<file path="src/smie_pkg.sv">
// Constants for the shift, move and indirect-load execution block.
// Assumes a core with 8-bit data, 7-bit file addresses and 16-bit pointers.
package smie_pkg;

	// ****************************************
	// Operation codes
	// ****************************************
	localparam logic [1:0] OP_NONE      = 2'h0;
	localparam logic [1:0] OP_LSR       = 2'h1;
	localparam logic [1:0] OP_MOVE_FILE = 2'h2;
	localparam logic [1:0] OP_IND_LOAD  = 2'h3;

	// ****************************************
	// Pointer update selection
	// ****************************************
	localparam logic [1:0] PUS_PRE_INC  = 2'h0;
	localparam logic [1:0] PUS_PRE_DEC  = 2'h1;
	localparam logic [1:0] PUS_POST_INC = 2'h2;
	localparam logic [1:0] PUS_POST_DEC = 2'h3;

	// ****************************************
	// Widths and reset values
	// ****************************************
	localparam int          DATA_W     = 8;
	localparam int          FADDR_W    = 7;
	localparam int          PTR_W      = 16;
	localparam int          OFS_W      = 6;
	localparam logic [15:0] PTR_RST    = 16'h0000;
	localparam logic [7:0]  ACC_RST    = 8'h00;
	localparam logic [15:0] PTR_ONE    = 16'h0001;

	// ****************************************
	// Wishbone register map, word aligned byte addresses
	// ****************************************
	localparam logic [3:0] ADR_ACC    = 4'h0;
	localparam logic [3:0] ADR_STATUS = 4'h4;
	localparam logic [3:0] ADR_PTR0   = 4'h8;
	localparam logic [3:0] ADR_PTR1   = 4'hC;
	localparam int         STAT_C_BIT = 0;
	localparam int         STAT_Z_BIT = 1;

	typedef enum logic [2:0] {
		SMIE_IDLE = 3'b001,
		SMIE_READ = 3'b010,
		SMIE_DONE = 3'b100
	} smie_state_e;

endpackage

</file>
<file path="src/smie_exec.sv">
// Executes shift-right, move-file and indirect-load operations for an 8-bit core.
// Assumes a data memory that returns the addressed byte within the read-strobe cycle.
// Contract
// RULE1 - Right shift moves each bit down one place, old bit 0 goes to carry, C and Z update.
// RULE2 - Right shift puts a zero into the top bit of the result.
// RULE3 - Shift destination bit 0 writes the accumulator, 1 writes the file register back.
// RULE4 - Move-file copies file register 0..127 to accumulator or itself by destination bit.
// RULE5 - Move-file sets Z from the moved value.
// RULE6 - Indirect load addresses pointer+1, pointer-1 or pointer+offset for pre and relative forms.
// RULE7 - After indirect load the pointer is +1 for increments, -1 for decrements, same for relative.
// RULE8 - Indirect load picks one of two pointers by one bit and takes a signed offset -32..31.
// RULE9 - Pointers are 16 bits and wrap modulo the full range.
// RULE10 - Indirect windows hold no storage; accesses go to the pointed-to location.
// RULE11 - Post modes use the unmodified pointer as address and update afterwards.
// RULE12 - Indirect load puts the byte into the accumulator and sets Z from it.
module smie_exec (
	input  wire logic                         clk_i,
	input  wire logic                         rst_i,
	input  wire logic                         ce_i,
	input  wire logic [1:0]                   op_i,
	input  wire logic                         op_valid_i,
	input  wire logic                         dest_sel_i,
	input  wire logic [smie_pkg::FADDR_W-1:0] file_addr_i,
	input  wire logic                         ptr_sel_i,
	input  wire logic [1:0]                   pointer_update_sel_i,
	input  wire logic                         rel_form_i,
	input  wire logic [smie_pkg::OFS_W-1:0]   offset_i,
	output logic                              busy_o,
	output logic                              done_o,
	output logic                              mem_rd_o,
	output logic                              mem_wr_o,
	output logic [smie_pkg::PTR_W-1:0]        mem_addr_o,
	output logic [smie_pkg::DATA_W-1:0]       mem_wdata_o,
	input  wire logic [smie_pkg::DATA_W-1:0]  mem_rdata_i,
	output logic [smie_pkg::DATA_W-1:0]       acc_o,
	output logic                              carry_o,
	output logic                              zero_o,
	input  wire logic                         wb_cyc_i,
	input  wire logic                         wb_stb_i,
	input  wire logic                         wb_we_i,
	input  wire logic [3:0]                   wb_adr_i,
	input  wire logic [31:0]                  wb_dat_i,
	input  wire logic [3:0]                   wb_sel_i,
	output logic [31:0]                       wb_dat_o,
	output logic                              wb_ack_o
);
	import smie_pkg::*;

	// ****************************************
	// State
	// ****************************************
	smie_state_e           state_ff;
	smie_state_e           nxt_state;
	logic [DATA_W-1:0]     acc_ff;
	logic                  c_ff;
	logic                  z_ff;
	logic [PTR_W-1:0]      ptr_ff [2];
	logic                  op_is_file_ff;
	logic                  op_is_lsr_ff;
	logic                  dest_ff;
	logic                  psel_ff;
	logic [PTR_W-1:0]      ptr_new_ff;
	logic                  busy_ff;
	logic                  done_ff;
	logic                  rd_ff;
	logic                  wr_ff;
	logic [PTR_W-1:0]      addr_ff;
	logic [DATA_W-1:0]     wdata_ff;
	logic [31:0]           wb_dat_ff;
	logic                  wb_ack_ff;

	// ****************************************
	// Decode
	// ****************************************
	wire               start      = ce_i && op_valid_i && (op_i != OP_NONE) &&
		(state_ff == SMIE_IDLE);
	wire [PTR_W-1:0]   ptr_cur    = ptr_ff[ptr_sel_i]; // RULE8
	wire [PTR_W-1:0]   ptr_inc    = ptr_cur + PTR_ONE; // RULE9
	wire [PTR_W-1:0]   ptr_dec    = ptr_cur - PTR_ONE; // RULE9
	wire [PTR_W-1:0]   ofs_ext    = {{(PTR_W-OFS_W){offset_i[OFS_W-1]}}, offset_i}; // RULE8
	wire [PTR_W-1:0]   ptr_rel    = ptr_cur + ofs_ext;
	wire               is_inc     = !pointer_update_sel_i[0];
	// Pre forms address the updated pointer, post forms the old one.
	wire [PTR_W-1:0]   ind_addr   = rel_form_i ? ptr_rel :
		(pointer_update_sel_i == PUS_PRE_INC) ? ptr_inc : // RULE6
		(pointer_update_sel_i == PUS_PRE_DEC) ? ptr_dec : ptr_cur; // RULE11
	wire [PTR_W-1:0]   ind_ptr_nx = rel_form_i ? ptr_cur : (is_inc ? ptr_inc : ptr_dec); // RULE7
	wire [PTR_W-1:0]   file_addr  = {{(PTR_W-FADDR_W){1'b0}}, file_addr_i}; // RULE4
	// The indirect window is only an address; the fetched byte comes from the pointed location.
	wire [PTR_W-1:0]   start_addr = (op_i == OP_IND_LOAD) ? ind_addr : file_addr; // RULE10
	wire [DATA_W-1:0]  lsr_res    = {1'b0, mem_rdata_i[DATA_W-1:1]}; // RULE1 RULE2
	wire [DATA_W-1:0]  result     = op_is_lsr_ff ? lsr_res : mem_rdata_i;
	wire               res_zero   = (result == ACC_RST);
	wire               to_file    = op_is_file_ff && dest_ff; // RULE3 RULE4
	wire               finish     = ce_i && (state_ff == SMIE_READ);
	wire               nxt_busy   = start || (state_ff == SMIE_READ);
	wire               nxt_wr     = finish && to_file; // RULE3 RULE4

	wire               wb_req     = wb_cyc_i && wb_stb_i && !wb_ack_ff;
	wire               wb_wr      = wb_req && wb_we_i && wb_sel_i[0] && ce_i;
	wire               wr_acc     = wb_wr && (wb_adr_i == ADR_ACC) && !busy_ff;
	wire               wr_stat    = wb_wr && (wb_adr_i == ADR_STATUS) && !busy_ff;
	wire               wr_p0      = wb_wr && (wb_adr_i == ADR_PTR0) && !busy_ff;
	wire               wr_p1      = wb_wr && (wb_adr_i == ADR_PTR1) && !busy_ff;
	// Unmapped offsets read as zero, so software probing the map sees no stale data.
	wire [31:0]        wb_rd_mux  =
		(wb_adr_i == ADR_ACC)    ? {24'h000000, acc_ff} :
		(wb_adr_i == ADR_STATUS) ? {29'h00000000, busy_ff, z_ff, c_ff} :
		(wb_adr_i == ADR_PTR0)   ? {16'h0000, ptr_ff[0]} :
		(wb_adr_i == ADR_PTR1)   ? {16'h0000, ptr_ff[1]} : 32'h00000000;

	always_comb begin
		nxt_state = state_ff;
		unique case (state_ff)
			SMIE_IDLE: if (start) nxt_state = SMIE_READ;
			SMIE_READ: if (ce_i) nxt_state = SMIE_DONE;
			SMIE_DONE: if (ce_i) nxt_state = SMIE_IDLE;
			default:   nxt_state = SMIE_IDLE;
		endcase
	end

	// ****************************************
	// Sequencer
	// ****************************************
	// Busy covers the read cycle and the done cycle, so a request held high
	// through an operation is taken once and refused until the core is idle.
	always_ff @(posedge clk_i) begin
		if (rst_i) begin
			state_ff <= SMIE_IDLE;
		end else if (ce_i) begin
			state_ff <= nxt_state;
		end
	end

	always_ff @(posedge clk_i) begin
		if (rst_i) begin
			busy_ff <= 1'b0;
		end else if (ce_i) begin
			busy_ff <= nxt_busy;
		end
	end

	always_ff @(posedge clk_i) begin
		if (rst_i) begin
			done_ff <= 1'b0;
		end else if (ce_i) begin
			done_ff <= finish;
		end
	end

	always_ff @(posedge clk_i) begin
		if (rst_i) begin
			rd_ff <= 1'b0;
		end else if (ce_i) begin
			rd_ff <= start;
		end
	end

	always_ff @(posedge clk_i) begin
		if (rst_i) begin
			wr_ff <= 1'b0;
		end else if (ce_i) begin
			wr_ff <= nxt_wr;
		end
	end

	// ****************************************
	// Operand capture
	// ****************************************
	// Operands are latched at the take, so the instruction inputs may move on
	// while the read is outstanding. The take term already carries the enable.
	always_ff @(posedge clk_i) begin
		if (rst_i) begin
			op_is_file_ff <= 1'b0;
			op_is_lsr_ff  <= 1'b0;
		end else if (start) begin
			op_is_file_ff <= (op_i != OP_IND_LOAD);
			op_is_lsr_ff  <= (op_i == OP_LSR);
		end
	end

	always_ff @(posedge clk_i) begin
		if (rst_i) begin
			dest_ff <= 1'b0;
			psel_ff <= 1'b0;
		end else if (start) begin
			dest_ff <= dest_sel_i;
			psel_ff <= ptr_sel_i;
		end
	end

	always_ff @(posedge clk_i) begin
		if (rst_i) begin
			ptr_new_ff <= PTR_RST;
			addr_ff    <= PTR_RST;
		end else if (start) begin
			ptr_new_ff <= ind_ptr_nx;
			addr_ff    <= start_addr;
		end
	end

	// The write data is captured at the finish, so it stands with the write strobe.
	always_ff @(posedge clk_i) begin
		if (rst_i) begin
			wdata_ff <= ACC_RST;
		end else if (finish) begin
			wdata_ff <= result;
		end
	end

	// ****************************************
	// Architectural state
	// ****************************************
	// A hardware update wins over a software write in the same cycle.
	always_ff @(posedge clk_i) begin
		if (rst_i) begin
			acc_ff <= ACC_RST;
		end else if (ce_i) begin
			if (finish) begin
				if (!to_file) begin
					acc_ff <= result; // RULE3 RULE12
				end
			end else if (wr_acc) begin
				acc_ff <= wb_dat_i[DATA_W-1:0];
			end
		end
	end

	always_ff @(posedge clk_i) begin
		if (rst_i) begin
			c_ff <= 1'b0;
		end else if (ce_i) begin
			if (finish) begin
				if (op_is_lsr_ff) begin
					c_ff <= mem_rdata_i[0]; // RULE1
				end
			end else if (wr_stat) begin
				c_ff <= wb_dat_i[STAT_C_BIT];
			end
		end
	end

	always_ff @(posedge clk_i) begin
		if (rst_i) begin
			z_ff <= 1'b0;
		end else if (ce_i) begin
			if (finish) begin
				z_ff <= res_zero; // RULE5 RULE12
			end else if (wr_stat) begin
				z_ff <= wb_dat_i[STAT_Z_BIT];
			end
		end
	end

	// Each pointer takes the value prepared at the take, so it moves with the loaded byte.
	for (genvar i = 0; i < 2; i++) begin : g_ptr
		wire upd = finish && !op_is_file_ff && (psel_ff == 1'(i));
		wire swr = (i == 0) ? wr_p0 : wr_p1;
		always_ff @(posedge clk_i) begin
			if (rst_i) begin
				ptr_ff[i] <= PTR_RST;
			end else if (ce_i) begin
				if (upd) begin
					ptr_ff[i] <= ptr_new_ff; // RULE7 RULE11
				end else if (swr) begin
					ptr_ff[i] <= wb_dat_i[PTR_W-1:0];
				end
			end
		end
	end

	// ****************************************
	// Wishbone slave
	// ****************************************
	// Writes during an operation are dropped so the core state stays coherent.
	// The acknowledge term in the request keeps a strobe that is still high
	// after the acknowledge from being answered twice.
	always_ff @(posedge clk_i) begin
		if (rst_i) begin
			wb_ack_ff <= 1'b0;
		end else if (ce_i) begin
			wb_ack_ff <= wb_req;
		end
	end

	always_ff @(posedge clk_i) begin
		if (rst_i) begin
			wb_dat_ff <= 32'h00000000;
		end else if (ce_i) begin
			wb_dat_ff <= wb_req ? wb_rd_mux : 32'h00000000;
		end
	end

	assign busy_o      = busy_ff;
	assign done_o      = done_ff;
	assign mem_rd_o    = rd_ff;
	assign mem_wr_o    = wr_ff;
	assign mem_addr_o  = addr_ff;
	assign mem_wdata_o = wdata_ff;
	assign acc_o       = acc_ff;
	assign carry_o     = c_ff;
	assign zero_o      = z_ff;
	assign wb_dat_o    = wb_dat_ff;
	assign wb_ack_o    = wb_ack_ff;

endmodule

</file>
<file path="config.mk">
export PLATFORM = sky130hd
export DESIGN_NAME = smie_exec
export DESIGN_NICKNAME = d
export VERILOG_FILES = /design/src/smie_pkg.sv /design/src/smie_exec.sv
export SDC_FILE = /design/constraint.sdc
export NUM_CORES = 1
export LEC_CHECK = 0
export ABC_AREA = 1
export BUFFER_PORTS_ARGS = -buffer_cell sky130_fd_sc_hd__buf_2
export CAP_MARGIN = 20
export CELL_PAD_IN_SITES_DETAIL_PLACEMENT = 0
export CELL_PAD_IN_SITES_GLOBAL_PLACEMENT = 1
export CORE_MARGIN = 3
export CORE_UTILIZATION = 36
export DETAILED_ROUTE_END_ITERATION = 16
export PLACE_DENSITY = 0.8
export SLEW_MARGIN = 20
export SYNTH_ARGS = -nofsm -noshare
export SYNTH_HDL_FRONTEND = slang
export SYNTH_SLANG_ARGS = --single-unit
</file>
<file path="constraint.sdc">
create_clock -name clk_i -period 3.1 [get_ports clk_i]
set_input_delay 0.62 -clock clk_i [delete_from_list [all_inputs] [get_ports clk_i]]
set_output_delay 0.62 -clock clk_i [all_outputs]
set_load 0.1 [all_outputs]
</file>
# Word-level counts from Yosys, hierarchy flattened
# Memory sizes are Yosys's and may differ from the RTL's.
# Index checks and enable logic that the tools add are counted.
# totals
regBits	94
ram_bits	32
in_bits	75
output_inout_bits	71
word_cells	120
memories	1
# classes
add_sub_neg	3
eq_ne	12
mux	46
bitwise_logic	5
n_reduce_logical	36
# mem_list
name	words	width	read_ports	rd_clocked_by_memory_dff	wr	line_no	source
ptr_ff	2	16	3	0	2	smie_exec.sv:57	logic [PTR_W-1:0] ptr_ff [2];
# ops
operator	n
two-way mux 16 bit	15
two-way mux 8 bit	4
two-way mux 1 bit	25
logical AND 1 bit	22
adder 16 x 1 -> 16 bit, second input constant	1
adder 16 bit	1
subtractor 16 x 1 -> 16 bit, second input constant	1
== test 4 bit, second input constant	2
zero test 8 bit	1
inequality test 2 bit, second input constant	4
one-hot mux 3 bit (2 select lines)	1
AND reduction 3 bit	2
nonzero test 2 bit	3
== test 2 x 1 -> 1 bit, second input constant	2
== test 4 x 3 -> 1 bit, second input constant	1
zero test 4 bit	1
bitwise OR 1 bit	4
AND reduction 2 bit	2
== test 3 x 1 -> 1 bit, second input constant	1
== test 3 x 2 -> 1 bit, second input constant	1
zero test 1 bit	3
two-way mux 3 bit	1
== test 2 bit, second input constant	1
zero test 2 bit	1
2 further kinds	2

# Logic depth before layout (Yosys ltp)
# Gate-level depths: netlist (run 1).
# logic_depth
depth_word	13
ltp_mapped	17
mapped_depth_nobuf	16

# Least setup slack after synthesis (run 1)
# No wires, ideal clock.
# synth_path
kind	input -> register
start	input port wb_adr_i[1]
end	memory ptr_ff[0][0], enable pin
setup_ns	0.411
arrival_ns	2.632
slack_ns	0.057
cell_stages	6
n_path_buf	1
path_cell_list	nor2_1 -> inv_1 -> nor3_1 -> inv_1 -> clkbuf_1 -> o21ai_0
# synth_lines
element	line_no	source
start: declaration	smie_exec.sv:41	input wire logic [3:0] wb_adr_i,
end: declaration	smie_exec.sv:57	

# Worst setup path after layout (run 1)
# layout_path
start	input port ptr_sel_i
end	register addr_ff[14], in the netlist mem_addr_o[14]
# layout_via
elab_chain_len	6
word_cells_on_any_way	8
# layout_rtl
element	line_no	source
start: declaration	smie_exec.sv:24	input wire logic ptr_sel_i,
memory read (2 x 16 bit) *	n/a	
subtractor 16 x 1 -> 16 bit	smie_exec.sv:79	wire [PTR_W-1:0] ptr_dec = ptr_cur - PTR_ONE;
two-way mux 16 bit	smie_exec.sv:86	(pointer_update_sel_i == PUS_PRE_DEC) ? ptr_dec : ptr_cur;
two-way mux 16 bit	smie_exec.sv:85	(pointer_update_sel_i == PUS_PRE_INC) ? ptr_inc :
two-way mux 16 bit *	smie_exec.sv:84	wire [PTR_W-1:0] ind_addr = rel_form_i ? ptr_rel :
two-way mux 16 bit *	smie_exec.sv:90	wire [PTR_W-1:0] start_addr = (op_i == OP_IND_LOAD) ? ind_addr : file_addr;
end signal: assignment	smie_exec.sv:198	addr_ff <= start_addr;
end: declaration	smie_exec.sv:67	logic [PTR_W-1:0] addr_ff;
# Every way passes the cells marked *; elsewhere a longest branch is shown, timed or not.
# A chain may end at the register's enable or synchronous reset.

==> reports/metrics.yaml, run 1 <==
status:
  status: "completed"
worst_setup_path:
  cp_slowest_cell: "o21ai_0"
  cp.required_ns: 3.40
  max_stage_delay_ns: 0.38
  crit_type: "in -> reg"
  crit_path_max_fanout: 11
  worstPathCellList: "buf_2, nand2_1, o21ai_2, ha_1, fa_1, nand2_1, o21ai_0, inv_1, o21ai_0, nand2_1, a21oi_1, nor2_1, nor2_1, nand2_1, a21oi_1"
  critPathLaunchType: "input pin"
  cp_data_arrival_time_ns: 2.98
  cp-end-kind: "register"
  path_common_cell: "nand2_1"
timing:
  min_period_ns: 2.68
  worst_pin_slew_ns: 0.779
  period_share: 0.863
  skew_ns: 0.00951
  drv_slew: 0
  finalHoldViolations: 0
  relSlewSlack: 0.479
  setup_viol: 0
  rsz0062_at_grt: "no"
  fmax_ghz: 0.374
  tns_ns: 0
place:
  io_buffers: 110
  dp_hpwl_um: 18100
  placed_cell_area_sq_um: 8320
  gp_congestion: 0.935
  dpl.cell_count: 1472
floorplanning:
  dieHeight_um: 149
  initial_utilization: 0.373
  io_pins: 146
  core-area_sq_um: 19800
  fp.dieW_um: 149
  die_area_sq_um: 22300
  core.rowCount: 51
synth:
  synthMuxAreaShare: 0
  yosysTopAreaCell: "dfxtp_1"
  synth_top_family_by_area: "simple AND/OR/NAND/NOR gates"
  async_flop_share: 0
  synth_top_area_frac: 0.211
  syn_area_per_cell_sq_um: 6.70
  yosys_warnings: 0
  synth_cell_types: 46
  synth-seq-cells: 110
  seq_area_frac_synth: 0.341
  synth_edf_count: 32
  syn_area_sq_um: 7400
  synthAdderAreaFrac: 0.0315
  synth_xor_area_frac: 0.0166
  synth_compound_area_frac: 0.208
  syn_inst: 1105
  yosys.area_share.simple: 0.293
  ys_top_cells_by_area: "dfxtp_1 (21%), nand2_1 (15%), edfxtp_1 (13%)"
  synth_flop_cell: "dfxtp_1"
cts:
  clk_transition_reported_paths_ns: 0.08
  cts_max_level: 3
  cts_root_buf: "clkbuf_16"
  cts_hold_buf: 0
  cts_setup_buffers: 0
  clk-insertion-delay-late_ns: 0.36
  cts_tree: "built"
  clockBufferDepth: 2
  cts_resized: 0
  cts_buffers: 9
  cts.sinks: 110
finish:
  areaGrowthSynthToFinish_pct: 16.2
  fin_area_sq_um: 8600
  final_cell_mix: "nand2_1 (305), inv_1 (114), buf_2 (110)"
  register_area_sq_um: 2520
  drive_gt1_frac: 0.175
  fill_cells: 2136
  final_common_cell: "nand2_1"
  layout.cells.non_filler: 1488
  multi_input_area_sq_um: 4130
  diodes: 0
  finalNetCount: 1311
detailed_routing:
  wl_um: 24200
  ant_nets: 0
  via_per_inst: 5.21
  vias: 7749
  post_drt_wl_per_cell_um: 16.3
  drc_errors: 0
  dr.first_iter.drc_count: 535
  drtPass1Iterations: 5
pwr:
  ir_drop_mv: 0.352
  p_leak_nw: 3.86
  power_density_nw_per_um2: 455
global_routing:
  overflow: 0
  antenna_found_initial: 0
  grtUsageTotal: 0.214
  grt_pass1_vias: 7225
  grt_pass1_wl_um: 37900
  grt_max_degree: 61
job:
  cap_viol_max_count: 0
hold_path:
  hold_class: "reg -> reg"
==> cell type report <==
type	count	area share
clock buffer	10	0.0266
clock inverter	6	0.00538
inverter	125	0.0546
multi-input combinational	822	0.480
sequential	110	0.293
tap	265	0.0386
timing repair buffer	150	0.102
==> Yosys cell counts (all sizes together), types with 2 or more instances <==
cell type	n
nand4	8
o211ai	11
dfxtp	78
o21ai	73
buf	32
clkbuf	31
xor2	11
a221oi	3
o221ai	5
nand2	324
a31oi	13
a22oi	7
nand3	81
o21bai	3
xnor2	3
nor2	84
nor3	9
a32oi	3
or2	2
o22ai	41
edfxtp	32
inv	121
ha	17
clkinv	4
a21oi	98
a211oi	4
==> flip-flops by register name (all words and copies together) (netlist names) <==
| name | count |
|---|---|
| ptr_ff | 32 |
| op_is_file_ff | 1 |
| acc_o | 8 |
| done_o | 1 |
| mem_wr_o | 1 |
| state_ff | 3 |
| wb_ack_o | 1 |
| wb_dat_o | 16 |
| ptr_new_ff | 16 |
| op_is_lsr_ff | 1 |
| mem_addr_o | 16 |
| zero_o | 1 |
| psel_ff | 1 |
| busy_o | 1 |
| dest_ff | 1 |
| carry_o | 1 |
| mem_wdata_o | 8 |
| mem_rd_o | 1 |
==> layer usage <==
| layer | share of wire | global-route usage | up-vias | wire length [um] |
|---|---|---|---|---|
| met2 | 0.47 | 0.348 | 247 | 11300 |
| met4 | 0.025 | 0.0664 | 0 | 596 |
| met3 | 0.055 | 0.0362 | 34 | 1330 |
| met1 | 0.45 | 0.291 | 3560 | 10900 |
| met5 | 0 | 0 | - | 0 |
| li1 | - | - | 3908 | - |
==> path summary, 6_finish.rpt <==
path	endpoint	cells after the start	start	slack [ns]
min reg2reg	mem_addr_o[9]	2	mem_addr_o[9]	0.46
min	mem_addr_o[9]	2	mem_addr_o[9]	0.46
max	mem_addr_o[14]	15	ptr_sel_i	0.42
max reg2reg	mem_addr_o[14]	14	ptr_ff[0][0]	0.55
==> metrics by stage <==
stage,util,hold slack (ns),setup slack [ns],power (mW)
3_5_place_dp,0.419,0.453,0.00620,2.79
5_1_grt,0.433,0.476,0.182,4.11
2_1_floorplan,-,0.445,0.0570,2.50
4_1_cts,0.433,0.466,0.402,3.94
3_3_place_gp,0.419,0.450,0.0742,2.79
6_report,0.433,0.463,0.423,3.91
==> kinds of logic after synthesis <==
kind of cell             after synthesis
AO/OA/AOI/OAI                        265
XOR/XNOR                              14
adder cells (fa/ha/maj)               18
buffers and inverters                188
flip-flops                           110
other                                  1
AND/OR/NAND/NOR                      509
==> power by group <==
part	leakage (nW)	switching (mW)	internal [mW]
combinational	2.76	0.849	0.297
clock	0.140	0.587	0.558
sequential	0.964	0.0552	1.56
total	3.86	1.49	2.42
==> critical path: cells and delay by family <==
kind / cells / cell delay, ns
simple gates: 6 / 0.57
compound gates: 5 / 1.00
fa+ha+maj: 2 / 0.42
buf+inv: 2 / 0.37
(Power assumes the default switching activity.)
==> run 2: changes to the inputs <==
--- a/config.mk
+++ b/config.mk
@@ -13,7 +13,7 @@
 export CORE_MARGIN = 3
 export CORE_UTILIZATION = 36
 export DETAILED_ROUTE_END_ITERATION = 16
-export PLACE_DENSITY = 0.8
+export PLACE_DENSITY_LB_ADDON = 0.1
 export SLEW_MARGIN = 20
 export SYNTH_ARGS = -nofsm -noshare
 export SYNTH_HDL_FRONTEND = slang
==> reports/metrics.yaml, run 2 (same netlist as run 1, synthesis figures left out) <==
cts:
  clockBufferDepth: 2  # unchanged
  cts_tree: "built"
  cts_max_level: 3  # unchanged
  cts_hold_buf: 0  # unchanged
  cts_buffers: 9  # unchanged
  cts_root_buf: "clkbuf_16"
  cts.sinks: 110  # unchanged
  clk-insertion-delay-late_ns: 0.36  # about the same
  cts_setup_buffers: 0  # unchanged
  clk_transition_reported_paths_ns: 0.08  # about the same
job:
  cap_viol_max_count: 0  # unchanged
pwr:
  p_total_mw: 3.99  # +1.9%
  p_int_mw: 2.48  # +2.4%
  comb_power_share: 0.292  # about the same
  p_leak_nw: 3.88  # +0.43%
  clockPowerShare: 0.301  # +0.008
  ir_drop_mv: 0.274  # -22%
  switching_share: 0.379  # -0.00297
  power_density_nw_per_um2: 460  # +1.3%
  power_frac_seq: 0.407  # -0.007
  power.switching_mw: 1.51  # +1.2%
timing:
  tns_ns: 0  # unchanged
  relSlewSlack: 0.508  # +0.0284
  rsz0062_at_grt: "no"
  period_share: 0.845  # -0.0184
  min_period_ns: 2.62  # -0.0571 ns
  drv_slew: 0  # unchanged
  worst_pin_slew_ns: 0.736  # -0.0425 ns
  finalHoldViolations: 0  # unchanged
  setup_viol: 0  # unchanged
  skew_ns: 0.0141  # +0.00463 ns
  fmax_ghz: 0.382  # +2.2%
global_routing:
  grt_pass1_vias: 7248  # +0.32%
  grtUsageTotal: 0.225  # +0.0106
  grt_max_degree: 50  # -18%
  antenna_found_initial: 0  # unchanged
  overflow: 0  # unchanged
  grt_pass1_wl_um: 39600  # +4.4%
worst_setup_path:
  cp_data_arrival_time_ns: 2.91  # -0.07 ns
  cp-end-kind: "register"
  cp.required_ns: 3.40  # about the same
  cp_slowest_cell: "ha_1"
  max_stage_delay_ns: 0.33  # -0.05 ns
  critPathLaunchType: "input pin"
  worstPathCellList: "buf_2, buf_12, o21ai_4, ha_1, inv_1, o21ai_0, inv_1, o21ai_1, xor2_1, a21oi_1, nand2_1, nand2_1, a21oi_1"
  crit_type: "in -> reg"
  crit_path_max_fanout: 32  # +21
detailed_routing:
  wl_um: 25200  # +4.4%
  vias: 7697  # -0.67%
  drtPass1Iterations: 6  # +1
  drc_errors: 0  # unchanged
  via_per_inst: 5.18  # -0.60%
  post_drt_wl_per_cell_um: 17.0  # +4.5%
  ant_nets: 0  # unchanged
  dr.first_iter.drc_count: 558  # +4.3%
floorplanning:
  dieHeight_um: 149  # unchanged
  initial_utilization: 0.373  # unchanged
  core-area_sq_um: 19800  # unchanged
  io_pins: 146  # unchanged
  core.rowCount: 51  # unchanged
  fp.dieW_um: 149  # unchanged
  die_area_sq_um: 22300  # unchanged
finish:
  regMostFlops: "ptr_ff"
  final_cell_mix: "nand2_1 (305), inv_1 (114), buf_2 (110)"
  fin_area_sq_um: 8660  # +0.67%
  final_common_cell: "nand2_1"
  drive_gt1_frac: 0.174  # -0.000675
  areaGrowthSynthToFinish_pct: 17.0
  largest_reg_flops: 32  # unchanged
  diodes: 0  # unchanged
  finalNetCount: 1310  # -0.076%
place:
  io_buffers: 110  # unchanged
  placed_cell_area_sq_um: 8350  # +0.36%
  dp_hpwl_um: 19400  # +7.0%
  gp_congestion: 0.925  # -1.1%
status:
  status: "completed"
hold_path:
  hold_class: "reg -> reg"
==> run 2: cell count changes in the layout (fill, tap and decap cells not counted), sizes merged <==
cell    before  now
clkbuf      10   11
clkinv       7    6
buf        150  149
==> run 2: power groups by stage <==
stage	logic, mW	registers (mW)	clock network (mW)
after floorplan	0.677	1.83	0
after global placement	1.16	1.65	0
after detailed placement	1.16	1.65	0
after CTS	1.16	1.62	1.23
after global routing	1.27	1.64	1.28
final	1.16	1.62	1.20
==> run 2: timing repair <==
action,CTS,global route
endpoints found under the setup margin,0,1
gates resized for setup,0,1
hold endpoints to repair,0,0
==> run 2: metrics by stage <==
step           utilization  hold WS, ns  cells  setup slack (ns)
2_1_floorplan            -        0.445   1120            0.0570
3_3_place_gp         0.421        0.451   1471            0.0556
3_5_place_dp         0.421        0.452   1471           0.00407
4_1_cts              0.436        0.465   1487             0.364
5_1_grt              0.436        0.489   1487             0.125
6_report             0.436        0.463   1487             0.480
==> run 2: worst max-delay path, delay by kind of cell <==
kind / cells / cell delay [ns]
AOI/OAI and AO/OA: 5 / 0.86
and+or+nand+nor: 2 / 0.14
xor gates and xnor gates: 1 / 0.28
buffers and inverters: 4 / 0.65
adders and majority gates: 1 / 0.33
==> run 2: cell type report <==
class                      count  area (sq um)
fill                        2180         11200
multi-input combinational    822          4130
sequential                   110          2520
timing repair buffer         149           906
inverter                     125           469
tap                          265           332
clock buffer                  11           254
clock inverter                 5          48.8
==> run 2: worst paths after layout <==
kind,start,end,slack [ns],cells after the start
worst min register to register,mem_addr_o[12],mem_addr_o[12],0.46,2
worst max-delay path,ptr_sel_i,mem_addr_o[6],0.48,13
worst max register to register,ptr_ff[0][0],mem_addr_o[6],0.62,13
worst min-delay path,mem_addr_o[12],mem_addr_o[12],0.46,2
==> run 2: routing by layer <==
layer,wire [um],up-vias,track usage
li1,-,3902,-
met1,12000,3556,0.319
met2,11600,209,0.364
met3,1140,30,0.0298
met4,473,0,0.0549
met5,0,-,0
